==> config.mk <==
export PLATFORM = sky130hd
export DESIGN_NAME = bcsp_parser
export DESIGN_NICKNAME = d
export VERILOG_FILES = /design/src/hw/bcsp_pkg.sv /design/src/hw/bcsp_parser.sv /design/src/hw/bcsp_ts_counter.sv
export SDC_FILE = /design/constraint.sdc
export NUM_CORES = 1
export LEC_CHECK = 0
export ABC_AREA = 1
export BUFFER_PORTS_ARGS = -buffer_cell sky130_fd_sc_hd__buf_2
export CAP_MARGIN = 15
export CORE_AREA = 2 2 197 277
export CTS_CLUSTER_DIAMETER = 60
export CTS_CLUSTER_SIZE = 25
export DETAILED_ROUTE_END_ITERATION = 8
export DIE_AREA = 0 0 199 279
export PLACE_DENSITY_LB_ADDON = 0.1
export SLEW_MARGIN = 10
export SYNTH_ARGS = -nofsm -noshare
export SYNTH_HDL_FRONTEND = slang
export SYNTH_SLANG_ARGS = --single-unit
==> constraint.sdc <==
create_clock -name clk -period 3.65 [get_ports clk]
set_input_delay 0.73 -clock clk [delete_from_list [all_inputs] [get_ports clk]]
set_output_delay 0.73 -clock clk [all_outputs]
set_load 0.01 [all_outputs]
==> src/hw/bcsp_pkg.sv <==
// Package for the blit command stream parser: opcodes, fields, constants
// ----------------------------------------------------------------------
// ----------------------------------------------------------------------
`default_nettype none
package bcsp_pkg;
	localparam logic [5:0]  OP_PAD     = 6'h00;
	localparam logic [5:0]  OP_REPHEAD = 6'h07;
	localparam logic [5:0]  OP_MBOX    = 6'h16;
	localparam logic [5:0]  OP_LRI     = 6'h22;
	localparam logic [5:0]  OP_FLUSH   = 6'h26;
	localparam logic [5:0]  OP_CHAIN   = 6'h31;
	localparam logic [1:0]  PS_NONE    = 2'h0;
	localparam logic [1:0]  PS_IMM     = 2'h1;
	localparam logic [1:0]  PS_TIME    = 2'h3;
	localparam logic [3:0]  BD_ALL     = 4'hF;
	localparam int          BIT_SPACE  = 8;
	localparam int          BIT_NOTIFY = 8;
	localparam int          BIT_TAGEN  = 22;
	localparam int          BIT_INDEX  = 21;
	localparam int          BIT_TLBINV = 18;
	localparam int          BIT_PURGE  = 17;
	localparam int          BIT_DSTG   = 2;
	localparam int          MODE_CFGW  = 13;
	localparam logic [31:0] CFG_OFFSET = 32'h0004_F100;
	localparam logic [31:0] CFG_DATA   = 32'h0000_0001;
	localparam logic [3:0]  BIAS_ONE   = 4'h1;
	localparam logic [3:0]  BIAS_TWO   = 4'h2;
	localparam int          TS_NS      = 80;
	localparam int          CLK_NS     = 25;
	localparam int          TS_CYC     = (TS_NS + CLK_NS - 1) / CLK_NS;
	localparam int          TS_BITS    = 36;

	typedef struct packed {
		logic [31:0] addr;
		logic [63:0] data;
		logic        qword;
		logic        glob;
		logic        index;
		logic        ppIndex;
	} bcsp_mw_s;

	typedef struct packed {
		logic [29:0] offs;
		logic [31:0] data;
		logic [3:0]  be;
	} bcsp_rw_s;
endpackage : bcsp_pkg
`default_nettype wire

==> src/hw/bcsp_parser.sv <==
// Command stream parser: fetch, decode and execute command dwords
`default_nettype none
module bcsp_parser
	import bcsp_pkg::*;
(
	input  wire logic        clk,
	input  wire logic        rstn,
	// AXI4-Lite slave
	input  wire logic [7:0]  s_awaddr,
	input  wire logic        s_awvalid,
	output var  logic        s_awready,
	input  wire logic [31:0] s_wdata,
	input  wire logic [3:0]  s_wstrb,
	input  wire logic        s_wvalid,
	output var  logic        s_wready,
	output var  logic [1:0]  s_bresp,
	output var  logic        s_bvalid,
	input  wire logic        s_bready,
	input  wire logic [7:0]  s_araddr,
	input  wire logic        s_arvalid,
	output var  logic        s_arready,
	output var  logic [31:0] s_rdata,
	output var  logic [1:0]  s_rresp,
	output var  logic        s_rvalid,
	input  wire logic        s_rready,
	// Command fetch
	output var  logic        fetchReq,
	output var  logic [31:0] fetchAddr,
	output var  logic        fetchGlobal,
	input  wire logic        fetchValid,
	input  wire logic [31:0] fetchData,
	// Engines and memory side effects
	input  wire logic        enginesIdle,
	input  wire logic        semPass,
	output var  logic        memWrValid,
	output var  bcsp_mw_s    memWr,
	input  wire logic        memWrReady,
	output var  logic        regWrValid,
	output var  bcsp_rw_s    regWr,
	input  wire logic        regWrReady,
	output var  logic        tlbInvalidate,
	output var  logic        cachePurge,
	output var  logic        syncIrq,
	output var  logic        pmIdle
);
	// ------------------------------------------------------------------
	// Register map
	// ------------------------------------------------------------------
	localparam logic [7:0] A_CTRL  = 8'h00; // bit0 run, bit1 pp enable
	localparam logic [7:0] A_RHEAD = 8'h04;
	localparam logic [7:0] A_MODE  = 8'h08;
	localparam logic [7:0] A_IRQEN = 8'h0C;
	localparam logic [7:0] A_TAG   = 8'h10;
	localparam logic [7:0] A_STAT  = 8'h14;
	localparam logic [7:0] A_ADDR  = 8'h18;

	typedef enum {
		ST_IDLE, ST_HDR, ST_DW, ST_EXEC, ST_DRAIN, ST_MWR, ST_CFG,
		ST_RWR, ST_SEM, ST_SKIP
	} bcsp_state_e;

	bcsp_state_e state_r;
	logic [31:0] hdr_r, dw1_r, dw2_r, dw3_r;
	logic [7:0]  need_r, got_r;
	logic [31:0] pc_r, ringHead_r, mode_r, tag_r;
	logic        run_r, ppEn_r, irqEn_r, secure_r;
	logic [63:0] tsNow;
	logic [5:0]  opc;

	logic        awHeld_r, wHeld_r;
	logic [7:0]  awAddr_r;
	logic [31:0] wData_r;

	bcsp_ts_counter i_bcsp_ts_counter (
		.clk   (clk),
		.rstn  (rstn),
		.count (tsNow)
	);

	// Length plus bias; dwords after the header
	function automatic logic [7:0] cmdLen(input logic [31:0] h);
		logic [5:0] o;
		o = h[28:23];
		if (o == OP_FLUSH || o == OP_LRI || o == OP_MBOX || o == OP_CHAIN)
			return h[7:0] + 8'(BIAS_TWO) - 8'h01;
		return 8'(BIAS_ONE) - 8'h01;
	endfunction : cmdLen

	assign opc = hdr_r[28:23];

	// ------------------------------------------------------------------
	// Bus slave
	// ------------------------------------------------------------------
	logic doWr;
	assign s_awready = !awHeld_r && !s_bvalid;
	assign s_wready  = !wHeld_r && !s_bvalid;
	assign doWr      = awHeld_r && wHeld_r;
	assign s_bresp   = 2'b00;
	assign s_rresp   = 2'b00;
	assign s_arready = !s_rvalid;

	always_ff @(posedge clk) begin
		if (!rstn) begin
			awHeld_r <= 1'b0;
			wHeld_r  <= 1'b0;
			awAddr_r <= '0;
			wData_r  <= '0;
			s_bvalid <= 1'b0;
		end else begin
			if (s_awvalid && s_awready) begin
				awHeld_r <= 1'b1;
				awAddr_r <= s_awaddr;
			end
			if (s_wvalid && s_wready) begin
				wHeld_r <= 1'b1;
				wData_r <= s_wdata;
			end
			if (doWr) begin
				awHeld_r <= 1'b0;
				wHeld_r  <= 1'b0;
				s_bvalid <= 1'b1;
			end else if (s_bready) begin
				s_bvalid <= 1'b0;
			end
		end
	end

	always_ff @(posedge clk) begin
		if (!rstn) begin
			run_r      <= 1'b0;
			ppEn_r     <= 1'b0;
			ringHead_r <= '0;
			mode_r     <= '0;
			irqEn_r    <= 1'b0;
		end else if (doWr) begin
			if (awAddr_r == A_CTRL) begin
				run_r  <= wData_r[0];
				ppEn_r <= wData_r[1];
			end else if (awAddr_r == A_RHEAD) begin
				ringHead_r <= wData_r;
			end else if (awAddr_r == A_MODE) begin
				mode_r <= wData_r;
			end else if (awAddr_r == A_IRQEN) begin
				irqEn_r <= wData_r[0];
			end
		end
	end

	always_ff @(posedge clk) begin
		if (!rstn) begin
			s_rvalid <= 1'b0;
			s_rdata  <= '0;
		end else if (s_arvalid && s_arready) begin
			s_rvalid <= 1'b1;
			if (s_araddr == A_CTRL)
				s_rdata <= {30'h0, ppEn_r, run_r};
			else if (s_araddr == A_RHEAD)
				s_rdata <= ringHead_r;
			else if (s_araddr == A_MODE)
				s_rdata <= mode_r;
			else if (s_araddr == A_IRQEN)
				s_rdata <= {31'h0, irqEn_r};
			else if (s_araddr == A_TAG)
				s_rdata <= tag_r;
			else if (s_araddr == A_STAT)
				s_rdata <= {30'h0, secure_r, state_r == ST_IDLE};
			else if (s_araddr == A_ADDR)
				s_rdata <= pc_r;
			else
				s_rdata <= '0;
		end else if (s_rready) begin
			s_rvalid <= 1'b0;
		end
	end

	// ------------------------------------------------------------------
	// Fetch and decode
	// ------------------------------------------------------------------
	assign fetchReq    = (state_r == ST_HDR || state_r == ST_DW);
	assign fetchAddr   = pc_r;
	assign fetchGlobal = secure_r;
	assign pmIdle      = (state_r == ST_IDLE || state_r == ST_SEM);

	logic        fl_tlb, fl_ps_ok, fl_purge;
	logic [1:0]  fl_ps;
	assign fl_ps    = hdr_r[15:14];
	assign fl_ps_ok = (fl_ps == PS_IMM || fl_ps == PS_TIME);
	assign fl_tlb   = hdr_r[BIT_TLBINV] && fl_ps_ok;
	assign fl_purge = hdr_r[BIT_PURGE] && fl_ps_ok;

	always_ff @(posedge clk) begin
		if (!rstn) begin
			state_r  <= ST_IDLE;
			pc_r     <= '0;
			hdr_r    <= '0;
			dw1_r    <= '0;
			dw2_r    <= '0;
			dw3_r    <= '0;
			need_r   <= '0;
			got_r    <= '0;
			secure_r <= 1'b1;
			tag_r    <= '0;
		end else begin
			case (state_r)
			ST_IDLE: begin
				if (run_r && pc_r != ringHead_r)
					state_r <= ST_HDR;
			end
			ST_HDR: begin
				if (fetchValid) begin
					hdr_r  <= fetchData;
					need_r <= cmdLen(fetchData);
					got_r  <= '0;
					pc_r   <= pc_r + 32'h4;
					state_r <= (cmdLen(fetchData) == 8'h00) ? ST_EXEC : ST_DW;
				end
			end
			ST_DW: begin
				if (fetchValid) begin
					if (got_r == 8'h00) dw1_r <= fetchData;
					if (got_r == 8'h01) dw2_r <= fetchData;
					if (got_r == 8'h02) dw3_r <= fetchData;
					got_r <= got_r + 8'h01;
					pc_r  <= pc_r + 32'h4;
					if (got_r + 8'h01 == need_r)
						state_r <= ST_EXEC;
				end
			end
			ST_EXEC: begin
				if (opc == OP_CHAIN) begin
					pc_r <= {dw1_r[31:2], 2'b00};
					// A per-process list stays per-process
					secure_r <= secure_r && !hdr_r[BIT_SPACE];
					state_r <= ST_IDLE;
				end else if (opc == OP_FLUSH) begin
					state_r <= ST_DRAIN;
				end else if (opc == OP_LRI) begin
					state_r <= ST_RWR;
				end else if (opc == OP_REPHEAD) begin
					state_r <= ST_MWR;
				end else if (opc == OP_MBOX) begin
					state_r <= ST_SEM;
				end else begin
					if (opc == OP_PAD && hdr_r[BIT_TAGEN])
						tag_r <= {10'h000, hdr_r[21:0]};
					state_r <= ST_IDLE;
				end
			end
			ST_DRAIN: begin
				if (enginesIdle) begin
					if (fl_ps == PS_NONE || fl_ps == 2'h2)
						state_r <= ST_IDLE;
					else
						state_r <= ST_MWR;
				end
			end
			ST_MWR: begin
				if (memWrReady) begin
					if (opc == OP_FLUSH && fl_tlb && mode_r[MODE_CFGW])
						state_r <= ST_CFG;
					else
						state_r <= ST_IDLE;
				end
			end
			ST_CFG, ST_RWR: begin
				if (regWrReady || !regWrValid)
					state_r <= ST_IDLE;
			end
			ST_SEM: begin
				if (semPass)
					state_r <= ST_IDLE;
			end
			default: state_r <= ST_IDLE;
			endcase
		end
	end

	// ------------------------------------------------------------------
	// Side effects
	// ------------------------------------------------------------------
	always_comb begin
		memWr         = '0;
		memWrValid    = (state_r == ST_MWR);
		regWrValid    = 1'b0;
		regWr         = '0;
		if (opc == OP_FLUSH) begin
			memWr.addr    = {dw1_r[31:3], 3'b000};
			memWr.qword   = (fl_ps == PS_IMM) && (hdr_r[7:0] == 8'h02);
			memWr.data    = (fl_ps == PS_TIME) ? tsNow
				: {dw3_r, dw2_r};
			memWr.glob    = dw1_r[BIT_DSTG];
			memWr.index   = hdr_r[BIT_INDEX];
			memWr.ppIndex = hdr_r[BIT_INDEX] && !secure_r && ppEn_r;
		end else begin
			memWr.data  = {32'h0, ringHead_r};
			memWr.index = 1'b1;
			memWr.glob  = 1'b1;
		end
		if (state_r == ST_CFG) begin
			regWrValid = 1'b1;
			regWr.offs = CFG_OFFSET[31:2];
			regWr.data = CFG_DATA;
		end else if (state_r == ST_RWR) begin
			regWrValid = (hdr_r[11:8] != BD_ALL);
			regWr.offs = dw1_r[31:2];
			regWr.data = dw2_r;
			regWr.be   = ~hdr_r[11:8];
		end
	end

	logic flushDone;
	assign flushDone = (state_r == ST_DRAIN) && enginesIdle;

	always_ff @(posedge clk) begin
		if (!rstn) begin
			tlbInvalidate <= 1'b0;
			cachePurge    <= 1'b0;
			syncIrq       <= 1'b0;
		end else begin
			tlbInvalidate <= flushDone && fl_tlb;
			cachePurge    <= flushDone && fl_purge;
			syncIrq       <= flushDone && hdr_r[BIT_NOTIFY] && irqEn_r;
		end
	end

	// ------------------------------------------------------------------
	// Checks
	// ------------------------------------------------------------------
	flush_stall_a: assert property (@(posedge clk) disable iff (!rstn)
		state_r == ST_DRAIN && !enginesIdle |=> state_r == ST_DRAIN)
		else $error("Flush left before engines idle");
	chain_pp_a: assert property (@(posedge clk) disable iff (!rstn)
		state_r == ST_EXEC && opc == OP_CHAIN && !secure_r |=> !secure_r)
		else $error("Per-process list reached global space");
	chain_addr_a: assert property (@(posedge clk) disable iff (!rstn)
		state_r == ST_EXEC && opc == OP_CHAIN
		|=> pc_r == {$past(dw1_r[31:2]), 2'b00})
		else $error("Chained start address wrong");
	tag_load_a: assert property (@(posedge clk) disable iff (!rstn)
		state_r == ST_EXEC && opc == OP_PAD && !hdr_r[BIT_TAGEN]
		|=> $stable(tag_r))
		else $error("Tag changed without enable");
	tlb_code_a: assert property (@(posedge clk) disable iff (!rstn)
		tlbInvalidate |-> $past(fl_ps) == PS_IMM || $past(fl_ps) == PS_TIME)
		else $error("Invalidation with wrong post-write code");
	bd_suppress_a: assert property (@(posedge clk) disable iff (!rstn)
		state_r == ST_RWR && hdr_r[11:8] == BD_ALL |-> !regWrValid)
		else $error("Suppressed register write issued");
	irq_gate_a: assert property (@(posedge clk) disable iff (!rstn)
		syncIrq |-> $past(irqEn_r) && $past(hdr_r[BIT_NOTIFY]))
		else $error("Sync interrupt not enabled");
	sem_idle_a: assert property (@(posedge clk) disable iff (!rstn)
		state_r == ST_SEM |-> pmIdle && !memWrValid && !regWrValid)
		else $error("Semaphore wait not idle");
endmodule : bcsp_parser
`default_nettype wire

==> src/hw/bcsp_ts_counter.sv <==
// Time counter ticking every 4 clocks (100 ns granularity) with upper bits tied low
`default_nettype none
module bcsp_ts_counter
	import bcsp_pkg::*;
(
	input  wire logic              clk,
	input  wire logic              rstn,
	output var  logic [63:0]       count
);
	localparam int DIVW = $clog2(TS_CYC + 1);

	logic [DIVW-1:0]             div_r;
	logic [TS_BITS-1:0]          cnt_r;

	always_ff @(posedge clk) begin
		if (!rstn) begin
			div_r <= '0;
			cnt_r <= '0;
		end else if (div_r == DIVW'(TS_CYC - 1)) begin
			div_r <= '0;
			cnt_r <= cnt_r + 1'b1;
		end else begin
			div_r <= div_r + 1'b1;
		end
	end

	assign count = {28'h000_0000, cnt_r};
endmodule : bcsp_ts_counter
`default_nettype wire

==> metrics.md <==
| Metric | Value |
|---|---|
| Maximum vdd drop | `260 uV` |
| Post-DRT Antenna Nets | `0` |
| Vias in the first global route | `18200` |
| Min Tclk post-route | `3.48 ns` |
| P&R area growth vs syn | `18.6%` |
| Die H | `279 um` |
| Worst min path class | `in2reg` |
| Post-synthesis sequential area ratio | `0.415` |
| Post-synth EDFFs | `0` |
| Total clock sinks | `381` |
| Reg2reg setup slack | `1.02 ns` |
| CTS tree | `done` |
| Asr flop ratio synth | `0` |
| Final critical-path share of the clock period | `0.954` |
| Slew Limit Fails | `0` |
| Max Fclk | `287 MHz` |
| Area contributors post-synth | `dfxtp_1 41%, nand2_1 9.3%, a21oi_1 8.2%, o21ai_0 8.0%, nor2_1 7.2%` |
| Final WS setup | `0.169 ns` |
| Vias per cell | `5.19` |
| Busiest grt layer | `met2` |
| Critical path launch point type | `flip-flop` |
| Die W | `199 um` |
| Most frequent cell after synthesis | `nand2_1` |
| Setup CP Type | `reg2out` |
| Net count, final | `3037` |
| Hold depth | `4` |
| Slew headroom | `0.344` |
| Synth top cells by count | `457 x nand2_1, 381 x dfxtp_1, 353 x nor2_1` |
| Post-Syn Area | `0.0184 sq mm` |
| Hold Crit Endpoint | `s_bvalid$_SDFFE_PN0P_` |
| Skew final | `0.0245 ns` |
| GRT overflow | `0` |
| Mean routed wirelength per cell | `20.8 um` |
| Power per cell area | `471 mW/mm^2` |
| Fin. Hold Viols | `0` |
| Worst slew pin tran | `0.984 ns` |
| # resized after CTS | `0` |
| Total GRT Usage | `0.271` |
| Area leader, netlist | `dfxtp_1` |
| H-tree Lvls | `2` |
| Cts hold-fix bufs | `0` |
| Core Rows | `100` |
| Final wirelength | `76500 um` |
| Crit path max fanout | `58` |
| Top_reg_cell synth | `dfxtp_1` |
| Core area | `0.0529 sq mm` |
| Combinational family with the most area after synthesis | `simple AND/OR/NAND/NOR gates` |
| Synth Instances | `2693` |
| Grt met3 use | `0.0360` |
| RR Endpoint | `fetchAddr[23]$_SDFFE_PN0P_` |
| First-pass GRT wire length | `114000 um` |
| Top Ports | `343` |
| CTS clk-pin slew, worst paths | `0.08 ns` |
| Top-area cell type share of the netlist area | `0.415` |
| Max capacitance violation total | `0` |
| Post-Synth XOR/XNOR Area | `0.0129` |
| Gpl congestion | `0.922` |
| R2r startpoint | `fetchAddr[2]$_SDFFE_PN0P_` |
| Number of synthesized register bits | `381` |
| Initial Utilization | `0.347` |
| Ys Warns | `0` |
| Place WS | `0.744 ns` |
| CP Capture Type | `output port` |
| Adder-Cell Fraction of Synth Area | `0.00612` |
| Worst hold start | `s_bready` |
| Outcome | `finished clean` |
| Die area | `0.0555 sq mm` |
| Final setup vio count | `0` |
| Post-CTS Repair Setup Buffers | `0` |
| WP data required | `2.92 ns` |
| Simple-gate share of the synthesized area | `0.240` |
| Largest net degree at the start of global routing | `180` |
| Lkg Pwr | `8.55 nW` |
| Ratio of cells with drive above 1 in the final layout | `0.157` |
| Input/output buffers | `329` |
| Worst hold-check slack | `0.427 ns` |
| Netlist cell types | `45` |
| Root Buffer | `clkbuf_16` |
| Synth Area in Compound Gates | `0.223` |
| R2R depth | `9` |
| RSZ-0062 raised after global routing | `no` |
| Setup TNS | `0 ns` |
| Tot Pwr | `10.3 mW` |
| Met1 GRT Util | `0.358` |
| Clock Path Buffers | `3` |
| CP arrival | `2.75 ns` |
| Post-DP HPWL | `57500 um` |
| Initial drt markers | `1293` |
| Initial antenna violation count | `0` |
| Mux cell area share after synthesis | `0` |
| Met2 Use GR | `0.463` |
| Num CTS Buffers | `35` |
| DRC Markers | `0` |
| Clock Latency Late Sink | `0.55 ns` |
| Via Count | `19100` |
| 1st-pass router iterations | `5` |
| Mean Syn Cell Area | `6.83 sq um` |
[registers in the layout, summed over array words and instances, names as in the netlist, 29 cells and up]
register and cells:
ringHead_r 32, dw3_r 32, hdr_r 29, i_bcsp_ts_counter.cnt_r 36
fetchAddr 30, dw2_r 32, mode_r 32, dw1_r 30
wData_r 32, s_rdata 32
[worst max-delay path: stages, from the launching register on]
cell      delay [ns]
dfxtp_1         0.35
inv_1           0.08
nand2_1         0.06
nor2_1          0.05
nand2_2         0.29
clkinv_1        0.26
buf_12          0.24
o21ai_0         0.58
buf_2           0.25
[layer usage]
metal  routed length [um]  vias up
li1                     -     9359
met1                33600     9001
met2                36600      651
met3                 4430       75
met4                 1840        0
met5                    0        -
[per-stage QoR]
stage / std cells / cell area [sq um] / utilization
2_1_floorplan: 2701 / 18400 / -
3_3_place_gp: 3609 / 20600 / 0.388
3_5_place_dp: 3609 / 20600 / 0.388
4_1_cts: 3672 / 21800 / 0.412
5_1_grt: 3672 / 21800 / 0.412
6_report: 3674 / 21800 / 0.412
[area by class of cell]
type	instances	area, sq um
multi-input cells	1834	8910
flip-flops and latches	381	7630
repair buffers	359	1920
well taps	714	893
clock inverters	22	264
fillers	5703	31100
clock buffers	41	981
inverters	321	1210
diodes	2	5.00
[worst max path at each step]
stage / from / to / cells after the start
after floorplan: hdr_r[27]$_SDFFE_PN0P_ / memWr[10] / 8
after global routing: hdr_r[27]$_SDFFE_PN0P_ / memWr[15] / 8
after CTS: hdr_r[27]$_SDFFE_PN0P_ / memWr[15] / 8
after detailed placement: hdr_r[27]$_SDFFE_PN0P_ / memWr[15] / 8
final: hdr_r[23]$_SDFFE_PN0P_ / memWr[15] / 8
after global placement: hdr_r[23]$_SDFFE_PN0P_ / memWr[15] / 8
[cells in the final DEF, fill, tap and decap left out, types with 3 or more instances in the layout]
| cell type | count |
|---|---|
| a211oi_1 | 61 |
| a21oi_1 | 300 |
| a221oi_1 | 3 |
| a31oi_1 | 9 |
| buf_12 | 3 |
| buf_2 | 328 |
| buf_4 | 27 |
| clkbuf_16 | 37 |
| clkbuf_8 | 4 |
| clkinv_4 | 3 |
| clkinv_8 | 6 |
| conb_1 | 9 |
| dfxtp_1 | 381 |
| ha_1 | 9 |
| inv_1 | 306 |
| inv_2 | 13 |
| inv_6 | 4 |
| inv_8 | 3 |
| nand2_1 | 454 |
| nand2_2 | 4 |
| nand3_1 | 126 |
| nand3b_1 | 3 |
| nand4_1 | 25 |
| nor2_1 | 353 |
| nor2_2 | 6 |
| nor3_1 | 39 |
| nor3_2 | 4 |
| nor4_1 | 13 |
| nor4_4 | 3 |
| o2111ai_1 | 20 |
| o211ai_1 | 39 |
| o21ai_0 | 295 |
| o21ai_1 | 6 |
| o221ai_1 | 7 |
| or2_2 | 4 |
| xnor2_1 | 9 |
| xor2_1 | 18 |
[cell families (layout without fill, tap and decap cells)]
kind of cell / after synthesis / after routing
compound gates: 743 / 743
xor+xnor: 27 / 27
fa+ha+maj: 9 / 9
buf+inv: 486 / 743
flops: 381 / 381
other cells: 1 / 11
simple gates: 1046 / 1046
[power by group]
group          internal, mW  switching (mW)
clock                  2.10            1.92
combinational         0.447            1.27
sequential             4.37           0.157
total                  6.92            3.35
Note: power is estimated with default switching activity, not from simulation.
